### src/core/legacy_kbd_pkg.sv
package legacy_kbd_pkg;

    // Register offsets within the operational space
    localparam logic [8:0] OFS_CONTROL = 9'h100;
    localparam logic [8:0] OFS_INPUT   = 9'h104;
    localparam logic [8:0] OFS_OUTPUT  = 9'h108;
    localparam logic [8:0] OFS_STATUS  = 9'h10c;

    // Legacy I/O port addresses
    localparam logic [15:0] PORT_DATA = 16'h0060;
    localparam logic [15:0] PORT_CMD  = 16'h0064;

    // Control field positions
    localparam int CTL_EMUL_EN    = 0;
    localparam int CTL_EMUL_INT   = 1;
    localparam int CTL_CP         = 2;
    localparam int CTL_BUF_IRQ_EN = 3;
    localparam int CTL_EXT_IRQ_EN = 4;
    localparam int CTL_A20_SEQ    = 5;
    localparam int CTL_KBD_ACT    = 6;
    localparam int CTL_MS_ACT     = 7;
    localparam int CTL_A20_STATE  = 8;

    // Status field positions
    localparam int ST_OUT_FULL     = 0;
    localparam int ST_IN_FULL      = 1;
    localparam int ST_CMD_DATA     = 3;
    localparam int ST_AUX_OUT_FULL = 5;

    // Reset values and special command
    localparam logic [8:0]  CONTROL_RESET = 9'h000;
    localparam logic [7:0]  BYTE_RESET    = 8'h00;
    localparam logic [7:0]  CMD_GATE_A20  = 8'hd1;

endpackage

### src/core/edge_sync.sv
`timescale 1ns/1ps

// Three-stage synchroniser with rising edge pulse; second and third must agree
module edge_sync
    import legacy_kbd_pkg::*;
(
    // Clock and reset
    input  wire logic core_clk,
    input  wire logic rst_n,
    // Asynchronous input and results
    input  wire logic async_in,
    output logic      level_out,
    output logic      rise_pulse
);

    logic [2:0] sync_reg;
    logic       level_reg;

    // Stage one is read only by stage two
    always_ff @(posedge core_clk) begin
        if (!rst_n) begin
            sync_reg <= 3'h0;
        end else begin
            sync_reg <= {sync_reg[1:0], async_in};
        end
    end

    // Level changes only when stages two and three agree
    always_ff @(posedge core_clk) begin
        if (!rst_n) begin
            level_reg <= 1'b0;
        end else if (sync_reg[1] == sync_reg[2]) begin
            level_reg <= sync_reg[2];
        end
    end

    assign level_out  = level_reg;
    assign rise_pulse = (sync_reg[1] == sync_reg[2]) && sync_reg[2] && !level_reg;

endmodule // edge_sync

### src/core/legacy_kbd_emul.sv
`timescale 1ns/1ps

// Functional notes
// - Four registers at 100h through 10Ch.
// - Port 60h read returns output, clears full.
// - Port 60h write captures, sets in-full, data.
// - Port 64h read returns status, no side effect.
// - Port 64h write captures, clears in-full, command.
// - Control bit 8 holds gate A20 state.
// - Mouse rising edge sets bit 7; 1 clears.
// - Keyboard rising edge sets bit 6; 1 clears.
// - D1h to 64h sets sequence flag, else clears.
// - Bit 4 passes external irqs to emulation.
// - Bit 3 drives irq while output full.
// - Bit 2 interrupts when output full falls.
// - Bit 1 read-only emulation interrupt condition.
// - Bit 0 enables trapping and irq lines.
// - Memory accesses have no flag side effects.
module legacy_kbd_emul
    import legacy_kbd_pkg::*;
(
    // Clock and reset
    input  wire logic        core_clk,
    input  wire logic        rst_n,
    // Operational register access (memory cycles)
    input  wire logic        mem_sel,
    input  wire logic        mem_write,
    input  wire logic [8:0]  mem_addr,
    input  wire logic [31:0] mem_wdata,
    output logic [31:0]      mem_rdata,
    // Legacy port I/O cycles
    input  wire logic        io_sel,
    input  wire logic        io_write,
    input  wire logic [15:0] io_addr,
    input  wire logic [7:0]  io_wdata,
    output logic [7:0]       io_rdata,
    output logic             io_claim,
    // Keyboard controller interrupt inputs (asynchronous pins)
    input  wire logic        kbc_kbd_irq,
    input  wire logic        kbc_mouse_irq,
    // Interrupt outputs
    output logic             keyboard_irq_line,
    output logic             mouse_irq_line,
    output logic             emulation_irq
);

    logic [8:0]  control_reg;
    logic [7:0]  input_reg;
    logic [7:0]  output_reg;
    logic [7:0]  status_reg;
    logic [31:0] mem_rdata_reg;
    logic [7:0]  io_rdata_reg;
    logic        io_claim_reg;
    logic        kbd_irq_reg;
    logic        mouse_irq_reg;
    logic        emul_irq_reg;
    logic        cp_event_reg;
    logic        kbd_level;
    logic        kbd_rise;
    logic        mouse_level;
    logic        mouse_rise;

    // Decode helper shared by the memory access paths
    function automatic logic hit(input logic [8:0] a, input logic [8:0] ofs);
        return a == ofs;
    endfunction

    ////////////////////////////////////////////////////////////////////////////
    // Pin synchronisers

    edge_sync u_kbd_sync (
        .core_clk   (core_clk),
        .rst_n      (rst_n),
        .async_in   (kbc_kbd_irq),
        .level_out  (kbd_level),
        .rise_pulse (kbd_rise)
    );

    edge_sync u_mouse_sync (
        .core_clk   (core_clk),
        .rst_n      (rst_n),
        .async_in   (kbc_mouse_irq),
        .level_out  (mouse_level),
        .rise_pulse (mouse_rise)
    );

    ////////////////////////////////////////////////////////////////////////////
    // Port cycle decode

    logic trap_en;
    logic p60_rd;
    logic p60_wr;
    logic p64_rd;
    logic p64_wr;
    logic mem_wr;

    assign trap_en = control_reg[CTL_EMUL_EN];
    assign p60_rd  = trap_en && io_sel && !io_write && io_addr == PORT_DATA;
    assign p60_wr  = trap_en && io_sel && io_write && io_addr == PORT_DATA;
    assign p64_rd  = trap_en && io_sel && !io_write && io_addr == PORT_CMD;
    assign p64_wr  = trap_en && io_sel && io_write && io_addr == PORT_CMD;
    assign mem_wr  = mem_sel && mem_write;

    ////////////////////////////////////////////////////////////////////////////
    // Control register

    // Edges set the active bits; an edge in the clearing cycle wins
    always_ff @(posedge core_clk) begin
        if (!rst_n) begin
            control_reg <= CONTROL_RESET;
        end else begin
            if (mem_wr && hit(mem_addr, OFS_CONTROL)) begin
                control_reg[CTL_EMUL_EN]    <= mem_wdata[CTL_EMUL_EN];
                control_reg[CTL_CP]         <= mem_wdata[CTL_CP];
                control_reg[CTL_BUF_IRQ_EN] <= mem_wdata[CTL_BUF_IRQ_EN];
                control_reg[CTL_EXT_IRQ_EN] <= mem_wdata[CTL_EXT_IRQ_EN];
                control_reg[CTL_A20_SEQ]    <= mem_wdata[CTL_A20_SEQ];
                control_reg[CTL_A20_STATE]  <= mem_wdata[CTL_A20_STATE];
                if (mem_wdata[CTL_KBD_ACT]) begin
                    control_reg[CTL_KBD_ACT] <= 1'b0;
                end
                if (mem_wdata[CTL_MS_ACT]) begin
                    control_reg[CTL_MS_ACT] <= 1'b0;
                end
            end
            if (p64_wr) begin
                control_reg[CTL_A20_SEQ] <= (io_wdata == CMD_GATE_A20);
            end
            if (kbd_rise) begin
                control_reg[CTL_KBD_ACT] <= 1'b1;
            end
            if (mouse_rise) begin
                control_reg[CTL_MS_ACT] <= 1'b1;
            end
            control_reg[CTL_EMUL_INT] <= emul_irq_reg;
        end
    end

    ////////////////////////////////////////////////////////////////////////////
    // Input, output and status registers

    // Port writes capture the byte; memory writes store plainly
    always_ff @(posedge core_clk) begin
        if (!rst_n) begin
            input_reg <= BYTE_RESET;
        end else if (p60_wr || p64_wr) begin
            input_reg <= io_wdata;
        end else if (mem_wr && hit(mem_addr, OFS_INPUT)) begin
            input_reg <= mem_wdata[7:0];
        end
    end

    // Output byte is written only by emulation software
    always_ff @(posedge core_clk) begin
        if (!rst_n) begin
            output_reg <= BYTE_RESET;
        end else if (mem_wr && hit(mem_addr, OFS_OUTPUT)) begin
            output_reg <= mem_wdata[7:0];
        end
    end

    // Port 60h cycles and 64h writes move flags; memory writes to status carry no side effect
    always_ff @(posedge core_clk) begin
        if (!rst_n) begin
            status_reg <= BYTE_RESET;
        end else if (p60_rd) begin
            status_reg[ST_OUT_FULL] <= 1'b0;
        end else if (p60_wr) begin
            status_reg[ST_IN_FULL]  <= 1'b1;
            status_reg[ST_CMD_DATA] <= 1'b0;
        end else if (p64_wr) begin
            status_reg[ST_IN_FULL]  <= 1'b0;
            status_reg[ST_CMD_DATA] <= 1'b1;
        end else if (mem_wr && hit(mem_addr, OFS_STATUS)) begin
            status_reg <= mem_wdata[7:0];
        end
    end

    ////////////////////////////////////////////////////////////////////////////
    // Read paths

    // Memory reads: one cycle latency, unmapped reads as zero
    always_ff @(posedge core_clk) begin
        if (!rst_n) begin
            mem_rdata_reg <= 32'h0;
        end else if (mem_sel && !mem_write) begin
            if (hit(mem_addr, OFS_CONTROL)) begin
                mem_rdata_reg <= {23'h0, control_reg};
            end else if (hit(mem_addr, OFS_INPUT)) begin
                mem_rdata_reg <= {24'h0, input_reg};
            end else if (hit(mem_addr, OFS_OUTPUT)) begin
                mem_rdata_reg <= {24'h0, output_reg};
            end else if (hit(mem_addr, OFS_STATUS)) begin
                mem_rdata_reg <= {24'h0, status_reg};
            end else begin
                mem_rdata_reg <= 32'h0;
            end
        end
    end

    // Port reads: claim flags the cycle as trapped
    always_ff @(posedge core_clk) begin
        if (!rst_n) begin
            io_rdata_reg <= BYTE_RESET;
            io_claim_reg <= 1'b0;
        end else begin
            io_claim_reg <= p60_rd || p60_wr || p64_rd || p64_wr;
            if (p60_rd) begin
                io_rdata_reg <= output_reg;
            end else if (p64_rd) begin
                io_rdata_reg <= status_reg;
            end else begin
                io_rdata_reg <= BYTE_RESET;
            end
        end
    end

    ////////////////////////////////////////////////////////////////////////////
    // Interrupt lines

    logic out_full;
    logic aux_full;
    assign out_full = status_reg[ST_OUT_FULL];
    assign aux_full = status_reg[ST_AUX_OUT_FULL];

    // Lines follow the buffer flag; lines only while emulation is enabled
    always_ff @(posedge core_clk) begin
        if (!rst_n) begin
            kbd_irq_reg   <= 1'b0;
            mouse_irq_reg <= 1'b0;
        end else begin
            kbd_irq_reg   <= trap_en && control_reg[CTL_BUF_IRQ_EN]
                             && out_full && !aux_full;
            mouse_irq_reg <= trap_en && control_reg[CTL_BUF_IRQ_EN]
                             && out_full && aux_full;
        end
    end

    // Falling output-full latches a pending event; cleared by disabling
    always_ff @(posedge core_clk) begin
        if (!rst_n) begin
            cp_event_reg <= 1'b0;
        end else if (p60_rd && out_full && control_reg[CTL_CP]) begin
            cp_event_reg <= 1'b1;
        end else if (!control_reg[CTL_CP]) begin
            cp_event_reg <= 1'b0;
        end
    end

    // Emulation interrupt condition; external path ignores enable bit
    always_ff @(posedge core_clk) begin
        if (!rst_n) begin
            emul_irq_reg <= 1'b0;
        end else begin
            emul_irq_reg <= (control_reg[CTL_EXT_IRQ_EN] && (kbd_level || mouse_level))
                            || (trap_en && cp_event_reg)
                            || (trap_en && (status_reg[ST_IN_FULL]
                                || p60_wr || p64_wr));
        end
    end

    assign mem_rdata         = mem_rdata_reg;
    assign io_rdata          = io_rdata_reg;
    assign io_claim          = io_claim_reg;
    assign keyboard_irq_line = kbd_irq_reg;
    assign mouse_irq_line    = mouse_irq_reg;
    assign emulation_irq     = emul_irq_reg;
endmodule // legacy_kbd_emul

### config.mk
export PLATFORM = sky130hd
export DESIGN_NAME = legacy_kbd_emul
export DESIGN_NICKNAME = d
export VERILOG_FILES = /design/src/core/legacy_kbd_pkg.sv /design/src/core/edge_sync.sv /design/src/core/legacy_kbd_emul.sv
export SDC_FILE = /design/constraint.sdc
export NUM_CORES = 1
export LEC_CHECK = 0
export BUFFER_PORTS_ARGS = -buffer_cell sky130_fd_sc_hd__buf_2
export CORE_AREA = 2 2 65 97
export CTS_CLUSTER_SIZE = 20
export DETAILED_ROUTE_END_ITERATION = 12
export DIE_AREA = 0 0 67 99
export PLACE_DENSITY = 0.84
export SYNTH_ARGS = -nofsm -noshare
export SYNTH_HDL_FRONTEND = slang
export SYNTH_HIERARCHICAL = 1
export SYNTH_SLANG_ARGS = --single-unit
### constraint.sdc
create_clock -name core_clk -period 3.3 [get_ports core_clk]
set_input_delay 0.66 -clock core_clk [delete_from_list [all_inputs] [get_ports core_clk]]
set_output_delay 0.66 -clock core_clk [all_outputs]
set_load 0.05 [all_outputs]
==> results.yml, run 1 <==
cts:
  clk_pin_slew_ns: 0.07
  cts.sinks: 63
  ctsHoldBuffers: 0
  h-tree-depth: 3
  cts_made_buffers: 9
  ctsResizeCount: 0
  cts_root_buf: "clkbuf_8"
  clock_latency_ns: 0.35
  cts_buffer_depth: 2
  tritoncts: "built"
  cts_setup_buffers: 0
sta:
  tns_ns: 0
  hold_viol: 0
  fmax_ghz: 0.400
  maxSlewHeadroom_pct: 39.6
  fin_skew_ns: 0.00669
  finalCritPeriodShare_pct: 75.8
  worstMarginPinSlew_ns: 0.898
  layout_min_cycle_time_ns: 2.50
  setup-violations-final: 0
  maxSlewViolCount: 0
  rsz0062_at_grt: "false"
placement:
  gp_congestion: 0.866
  dp_hpwl_um: 5030
  port_buffers: 70
job:
  drv_cap: 0
yosys:
  synth-async-reset-ratio_pct: 0
  synthFlopType: "dfxtp_1"
  synth_edf_count: 0
  synthTopCellsByCount: "dfxtp_1 (63), nor2_1 (47), mux2i_1 (45)"
  syn_area_mm2: 0.00290
  yosys.cell_count.top_type: "dfxtp_1"
  synth_area_leader_cell: "dfxtp_1"
  synth_warnings: 6
  syn_inst: 319
  ys_types: 46
  avgSynthCellArea_um2: 9.10
  ys_seq_area_share_pct: 43.4
  ys_ff_latch: 63
  synth_top_area_share_pct: 43.4
  synth_area_leaders: "dfxtp_1 (43%), mux2i_1 (16%), nor2_1 (6.1%), buf_4 (5.9%), nand2_1 (3.0%)"
critical_path:
  cp-end-kind: "register"
  crit_path_start_kind: "input port"
  r2r_slack_ns: 0.93
  path_delay_family: "simple AND/OR/NAND/NOR gates"
  critical_path.max_stage_delay_ns: 0.73
  worstSetupPathType: "in2reg"
  slowest_stage: "nand4_1"
  worst_ep_required_time_ns: 3.49
  r2r_start: "control_reg[0]"
  critPathBufInv: 1
  rr_worst_depth: 5
  worstPathCellList: "buf_2, nor4_1, nand4_1, o21ai_0, a21oi_1"
  worstPathMaxFanout: 16
  crit_arrival_ns: 2.70
  reg2reg_to: "input_reg[3]"
final_layout:
  drive_gt1_share_pct: 23.6
  antenna_cells: 0
  multi_input_area_mm2: 0.00147
  seqCellArea_mm2: 0.00126
  syn2layout_area_growth_pct: 19.0
  final_nets: 460
  n_fill_cell: 506
detailed_routing:
  viasPerCell: 5.44
  drt_iter0_markers: 156
  finalWirelength_um: 7060
  num_vias: 2511
  wl_per_cell_um: 15.3
  drt-pass1-iter-count: 6
  drtAntennaViolNets: 0
  drc: 0
power:
  power_switching_uw: 416
  finalPower_mw: 1.80
  powerDensity_mw_per_mm2: 519
  intPower_mw: 1.38
  sequentialPowerShare_pct: 42.6
  leakage_nw: 1.66
  p_clk_share_pct: 49.0
  combPwrFrac_pct: 8.4
  swShare_pct: 23.2
  vdd_drop_max_mv: 0.281
outcome:
  status: "completed"
min_path:
  hp-class: "reg2reg"
  whs_path_depth: 1
  min_to: "u_kbd_sync/sync_reg[1]"
  min-delay-start: "u_kbd_sync/sync_reg[0]"
global_routing:
  grt_max_degree: 26
  grt_overflow_total: 0
  grt_pass1_wl_um: 10900
  grt_pass1_vias: 2297
  antenna_found_initial: 0
  gr-usage-all-layers_pct: 22.2
die:
  core-area_mm2: 0.00579
  fp.dieH_um: 99
  boundaryPins: 117
  rows: 34
  start_util_pct: 50.2
  die_w_um: 67
  die_area_mm2: 0.00663
power groups by stage:
stage	clock (mW)	combinational (mW)	sequential (mW)
6_report	0.880	0.150	0.765
5_1_grt	0.921	0.159	0.765
4_1_cts	0.892	0.149	0.765
3_5_place_dp	0	0.148	0.783
3_3_place_gp	0	0.145	0.783
2_1_floorplan	0	0.118	0.783
final cells by class:
cell class              instances  share of cell area (%)
clock inverters                 6                    3.84
well taps                      72                    2.61
flip-flops and latches         63                    36.5
repair buffers                 71                    10.4
inverters                       4                   0.434
clock buffers                  10                    3.69
multi-input cells             236                    42.6
through the flow:
step	hold slack (ns)	instances	setup WS [ns]	util (%)	instance area, um2
after floorplan	0.406	341	0.863	-	2990
after global placement	0.410	446	0.602	55.3	3200
after detailed placement	0.414	446	0.506	55.3	3200
after CTS	0.430	462	0.872	59.8	3460
after global routing	0.450	462	0.648	59.8	3460
final	0.430	462	0.799	59.8	3460
worst max-delay path by stage:
stage                startpoint       endpoint  slack [ns]  cells past startpoint
finish               io_addr[8]   input_reg[3]        0.80                      5
global route         io_addr[8]   input_reg[2]        0.65                      5
CTS                 mem_addr[6]   input_reg[0]        0.87                      6
detailed placement  mem_addr[6]   input_reg[0]        0.51                      6
global placement     io_addr[8]   input_reg[3]        0.60                      5
floorplan            io_addr[1]  status_reg[2]        0.86                      6
routing by layer:
layer  vias to the layer above  wire length [um]  track usage [%]
met5                         -                 0                0
met2                       133              3580             36.6
met3                        25               593             5.48
met4                         0               317             13.5
li1                       1199                 -                -
met1                      1154              2570             25.1
placed cells by master (no fill, tap or decap), drive strengths merged, types with 3 or more instances in the layout:
master  instances
buf            71
dfxtp          63
nor2           47
mux2i          45
nand2          23
conb           23
a21oi          14
clkbuf         10
o211ai          8
nor3            8
o21ai           7
and2            7
nor2b           7
a211oi          6
nor4            4
inv             4
nand3           4
bufinv          4
nand4           3
cells by family (layout without fill, tap and decap cells):
| logic type | count (synthesis) | count (layout) | synth area share [%] |
|---|---|---|---|
| and+or+nand+nor | 120 | 120 | 21.2 |
| DFF | 63 | 63 | 43.4 |
| AOI/OAI and AO/OA | 46 | 46 | 10.2 |
| muxes | 45 | 45 | 15.5 |
| buffers and inverters | 42 | 91 | 8.70 |
| adders and majority gates | 2 | 2 | 0.862 |
| other | 1 | 23 | 0.129 |
Note: power is estimated with default switching activity, not from simulation.
==> run 2: changes to the inputs <==
--- a/config.mk
+++ b/config.mk
@@ -5,12 +5,13 @@
 export SDC_FILE = /design/constraint.sdc
 export NUM_CORES = 1
 export LEC_CHECK = 0
+export ABC_AREA = 1
 export BUFFER_PORTS_ARGS = -buffer_cell sky130_fd_sc_hd__buf_2
-export CORE_AREA = 2 2 65 97
+export CORE_AREA = 2 2 73 110
 export CTS_CLUSTER_SIZE = 20
 export DETAILED_ROUTE_END_ITERATION = 12
-export DIE_AREA = 0 0 67 99
-export PLACE_DENSITY = 0.84
+export DIE_AREA = 0 0 75 112
+export PLACE_DENSITY = 0.76
 export SYNTH_ARGS = -nofsm -noshare
 export SYNTH_HDL_FRONTEND = slang
 export SYNTH_HIERARCHICAL = 1
==> constraint.sdc (replaced) <==
create_clock -name core_clk -period 2.03 [get_ports core_clk]
set_input_delay 0.406 -clock core_clk [delete_from_list [all_inputs] [get_ports core_clk]]
set_output_delay 0.406 -clock core_clk [all_outputs]
set_load 0.05 [all_outputs]
==> run 2 against run 1 <==
  * Critical endpoint is now input_reg[6]
  * Cell count is 38% higher
  * Sequential power is 63% higher
  * Setup slack worse by 0.34 ns
  * Register-to-register slack got worse by 0.47 ns
  * Global-route usage is 1.9 points lower
  * Sequential share of layout area fell by 4.0 points
  * Design area rose by 12%
  * Highest routed layer unchanged
  * Combinational power increased by 74%
==> results.yml, run 2 <==
global_routing:
  grt_overflow_total: 0
  grt_pass1_vias: 2824
  antenna_found_initial: 0
  grt_max_degree: 38
  grt_pass1_wl_um: 13000
  gr-usage-all-layers_pct: 20.3
yosys:
  synthTopCellsByCount: "nand2_1 (94), dfxtp_1 (63), inv_1 (53)"
  syn_area_mm2: 0.00325
  synth_area_leaders: "dfxtp_1 (39%), nand2_1 (11%), a21oi_1 (7.7%), inv_1 (6.1%), buf_4 (5.5%)"
  yosys.cell_count.top_type: "nand2_1"
  ys_seq_area_share_pct: 38.8
  synth-async-reset-ratio_pct: 0
  avgSynthCellArea_um2: 7.10
  ys_ff_latch: 63
  syn_inst: 458
  ys_types: 30
  synth_top_area_share_pct: 38.8
  synth_warnings: 6
  synth_edf_count: 0
  synth_area_leader_cell: "dfxtp_1"
  synthFlopType: "dfxtp_1"
power:
  power_switching_uw: 798
  finalPower_mw: 2.94
  leakage_nw: 1.83
  intPower_mw: 2.14
  vdd_drop_max_mv: 0.479
  swShare_pct: 27.1
  powerDensity_mw_per_mm2: 758
  p_clk_share_pct: 48.6
  sequentialPowerShare_pct: 42.5
  combPwrFrac_pct: 8.9
sta:
  maxSlewHeadroom_pct: 47.0
  worstMarginPinSlew_ns: 0.790
  fin_skew_ns: 0.00341
  rsz0062_at_grt: "false"
  hold_viol: 0
  layout_min_cycle_time_ns: 1.57
  fmax_ghz: 0.638
  maxSlewViolCount: 0
  tns_ns: 0
  whs_ns: 0.250
  finalCritPeriodShare_pct: 77.2
  setup-violations-final: 0
detailed_routing:
  num_vias: 3113
  drtAntennaViolNets: 0
  wl_per_cell_um: 12.5
  drt_iter0_markers: 195
  finalWirelength_um: 7960
  drc: 0
  drt-pass1-iter-count: 4
  viasPerCell: 4.89
cts:
  cts.sinks: 63
  ctsResizeCount: 0
  h-tree-depth: 3
  cts_buffer_depth: 2
  cts_made_buffers: 9
  cts_root_buf: "clkbuf_16"
  tritoncts: "built"
  cts_setup_buffers: 0
  clk_pin_slew_ns: 0.06
  ctsHoldBuffers: 0
  clock_latency_ns: 0.33
critical_path:
  crit_start: "control_reg[0]"
  crit_arrival_ns: 1.79
  r2r_start: "control_reg[0]"
  cp-end-kind: "register"
  worst_ep_required_time_ns: 2.25
  crit_path_start_kind: "register"
  worstSetupPathType: "reg2reg"
  worstPathMaxFanout: 9
  r2r_slack_ns: 0.46
  rr_worst_depth: 7
die:
  rows: 39
  boundaryPins: 117
  die_w_um: 75
  die_area_mm2: 0.00840
  start_util_pct: 43.5
  core-area_mm2: 0.00747
  fp.dieH_um: 112
job:
  drv_cap: 0
outcome:
  status: "completed"
final_layout:
  final_cell_mix: "nand2_1 (94), buf_2 (70), dfxtp_1 (63), inv_1 (53), a21oi_1 (50)"
  drive_gt1_share_pct: 23.0
  final_nets: 605
  layout.cells.most_common: "nand2_1"
  antenna_cells: 0
  syn2layout_area_growth_pct: 19.4
  finalInstanceArea_mm2: 0.00388
placement:
  port_buffers: 70
  gp_congestion: 0.907
  dp_hpwl_um: 6000
  postPlaceCellArea_mm2: 0.00360
min_path:
  hp-class: "in2reg"
  min-delay-start: "kbc_mouse_irq"
  whs_path_depth: 3
==> run 2: cells by family (layout without fill, tap and decap cells) <==
family | Yosys count | after routing | share of synthesized area [%]
AO/OA/AOI/OAI | 88 | 88 | 13.7
AND/OR/NAND/NOR | 211 | 211 | 32.5
buffers and inverters | 93 | 148 | 14.2
other | 1 | 23 | 0.115
adder cells (fa/ha/maj) | 2 | 2 | 0.770
flip-flops | 63 | 63 | 38.8
==> run 2: power by group through the flow <==
stage	Combinational (mW)	Clock, mW	Sequential [mW]
3_5_place_dp	0.259	0	1.28
4_1_cts	0.260	1.45	1.25
2_1_floorplan	0.207	0	1.28
5_1_grt	0.284	1.50	1.25
6_report	0.261	1.43	1.25
3_3_place_gp	0.255	0	1.28
==> run 2: worst max-delay path, stage by stage, from the launching register on <==
cell and delay (ns):
dfxtp_1 0.42, nand2_2 0.14, nor2_4 0.21, nand3_4 0.16
nand2_4 0.15, inv_2 0.08, o21ai_0 0.21, a21oi_1 0.07
==> run 2: cell type report <==
type,instances,area (um2)
clock buffers,9,225
clock inverters,7,57.6
inverters,58,218
flip-flops and latches,63,1260
well taps,102,128
multi-input cells,324,1610
repair buffers,74,380
fillers,755,3580
==> run 2: worst paths after layout <==
kind                                   end
setup reg to reg              input_reg[6]
hold reg to reg     u_kbd_sync/sync_reg[1]
hold / removal    u_mouse_sync/sync_reg[0]
setup / recovery              input_reg[6]
==> run 2: routing by layer <==
layer  up-vias  GRT usage (%)  routed length [um]  part of all wire, %
met3        25           4.62                 476                  6.0
met5         -              0                   0                    0
met1      1383           22.8                3150                   40
met2       123           33.6                3990                   50
met4         0           12.3                 354                  4.4
li1       1582              -                   -                    -
==> run 2: through the flow <==
stage | utilization (%) | std cells | worst slack (ns)
finish | 52.0 | 637 | 0.464
global route | 52.0 | 637 | 0.314
CTS | 52.0 | 637 | 0.467
detailed placement | 48.2 | 621 | 0.263
global placement | 48.2 | 621 | 0.309
floorplan | - | 480 | 0.606
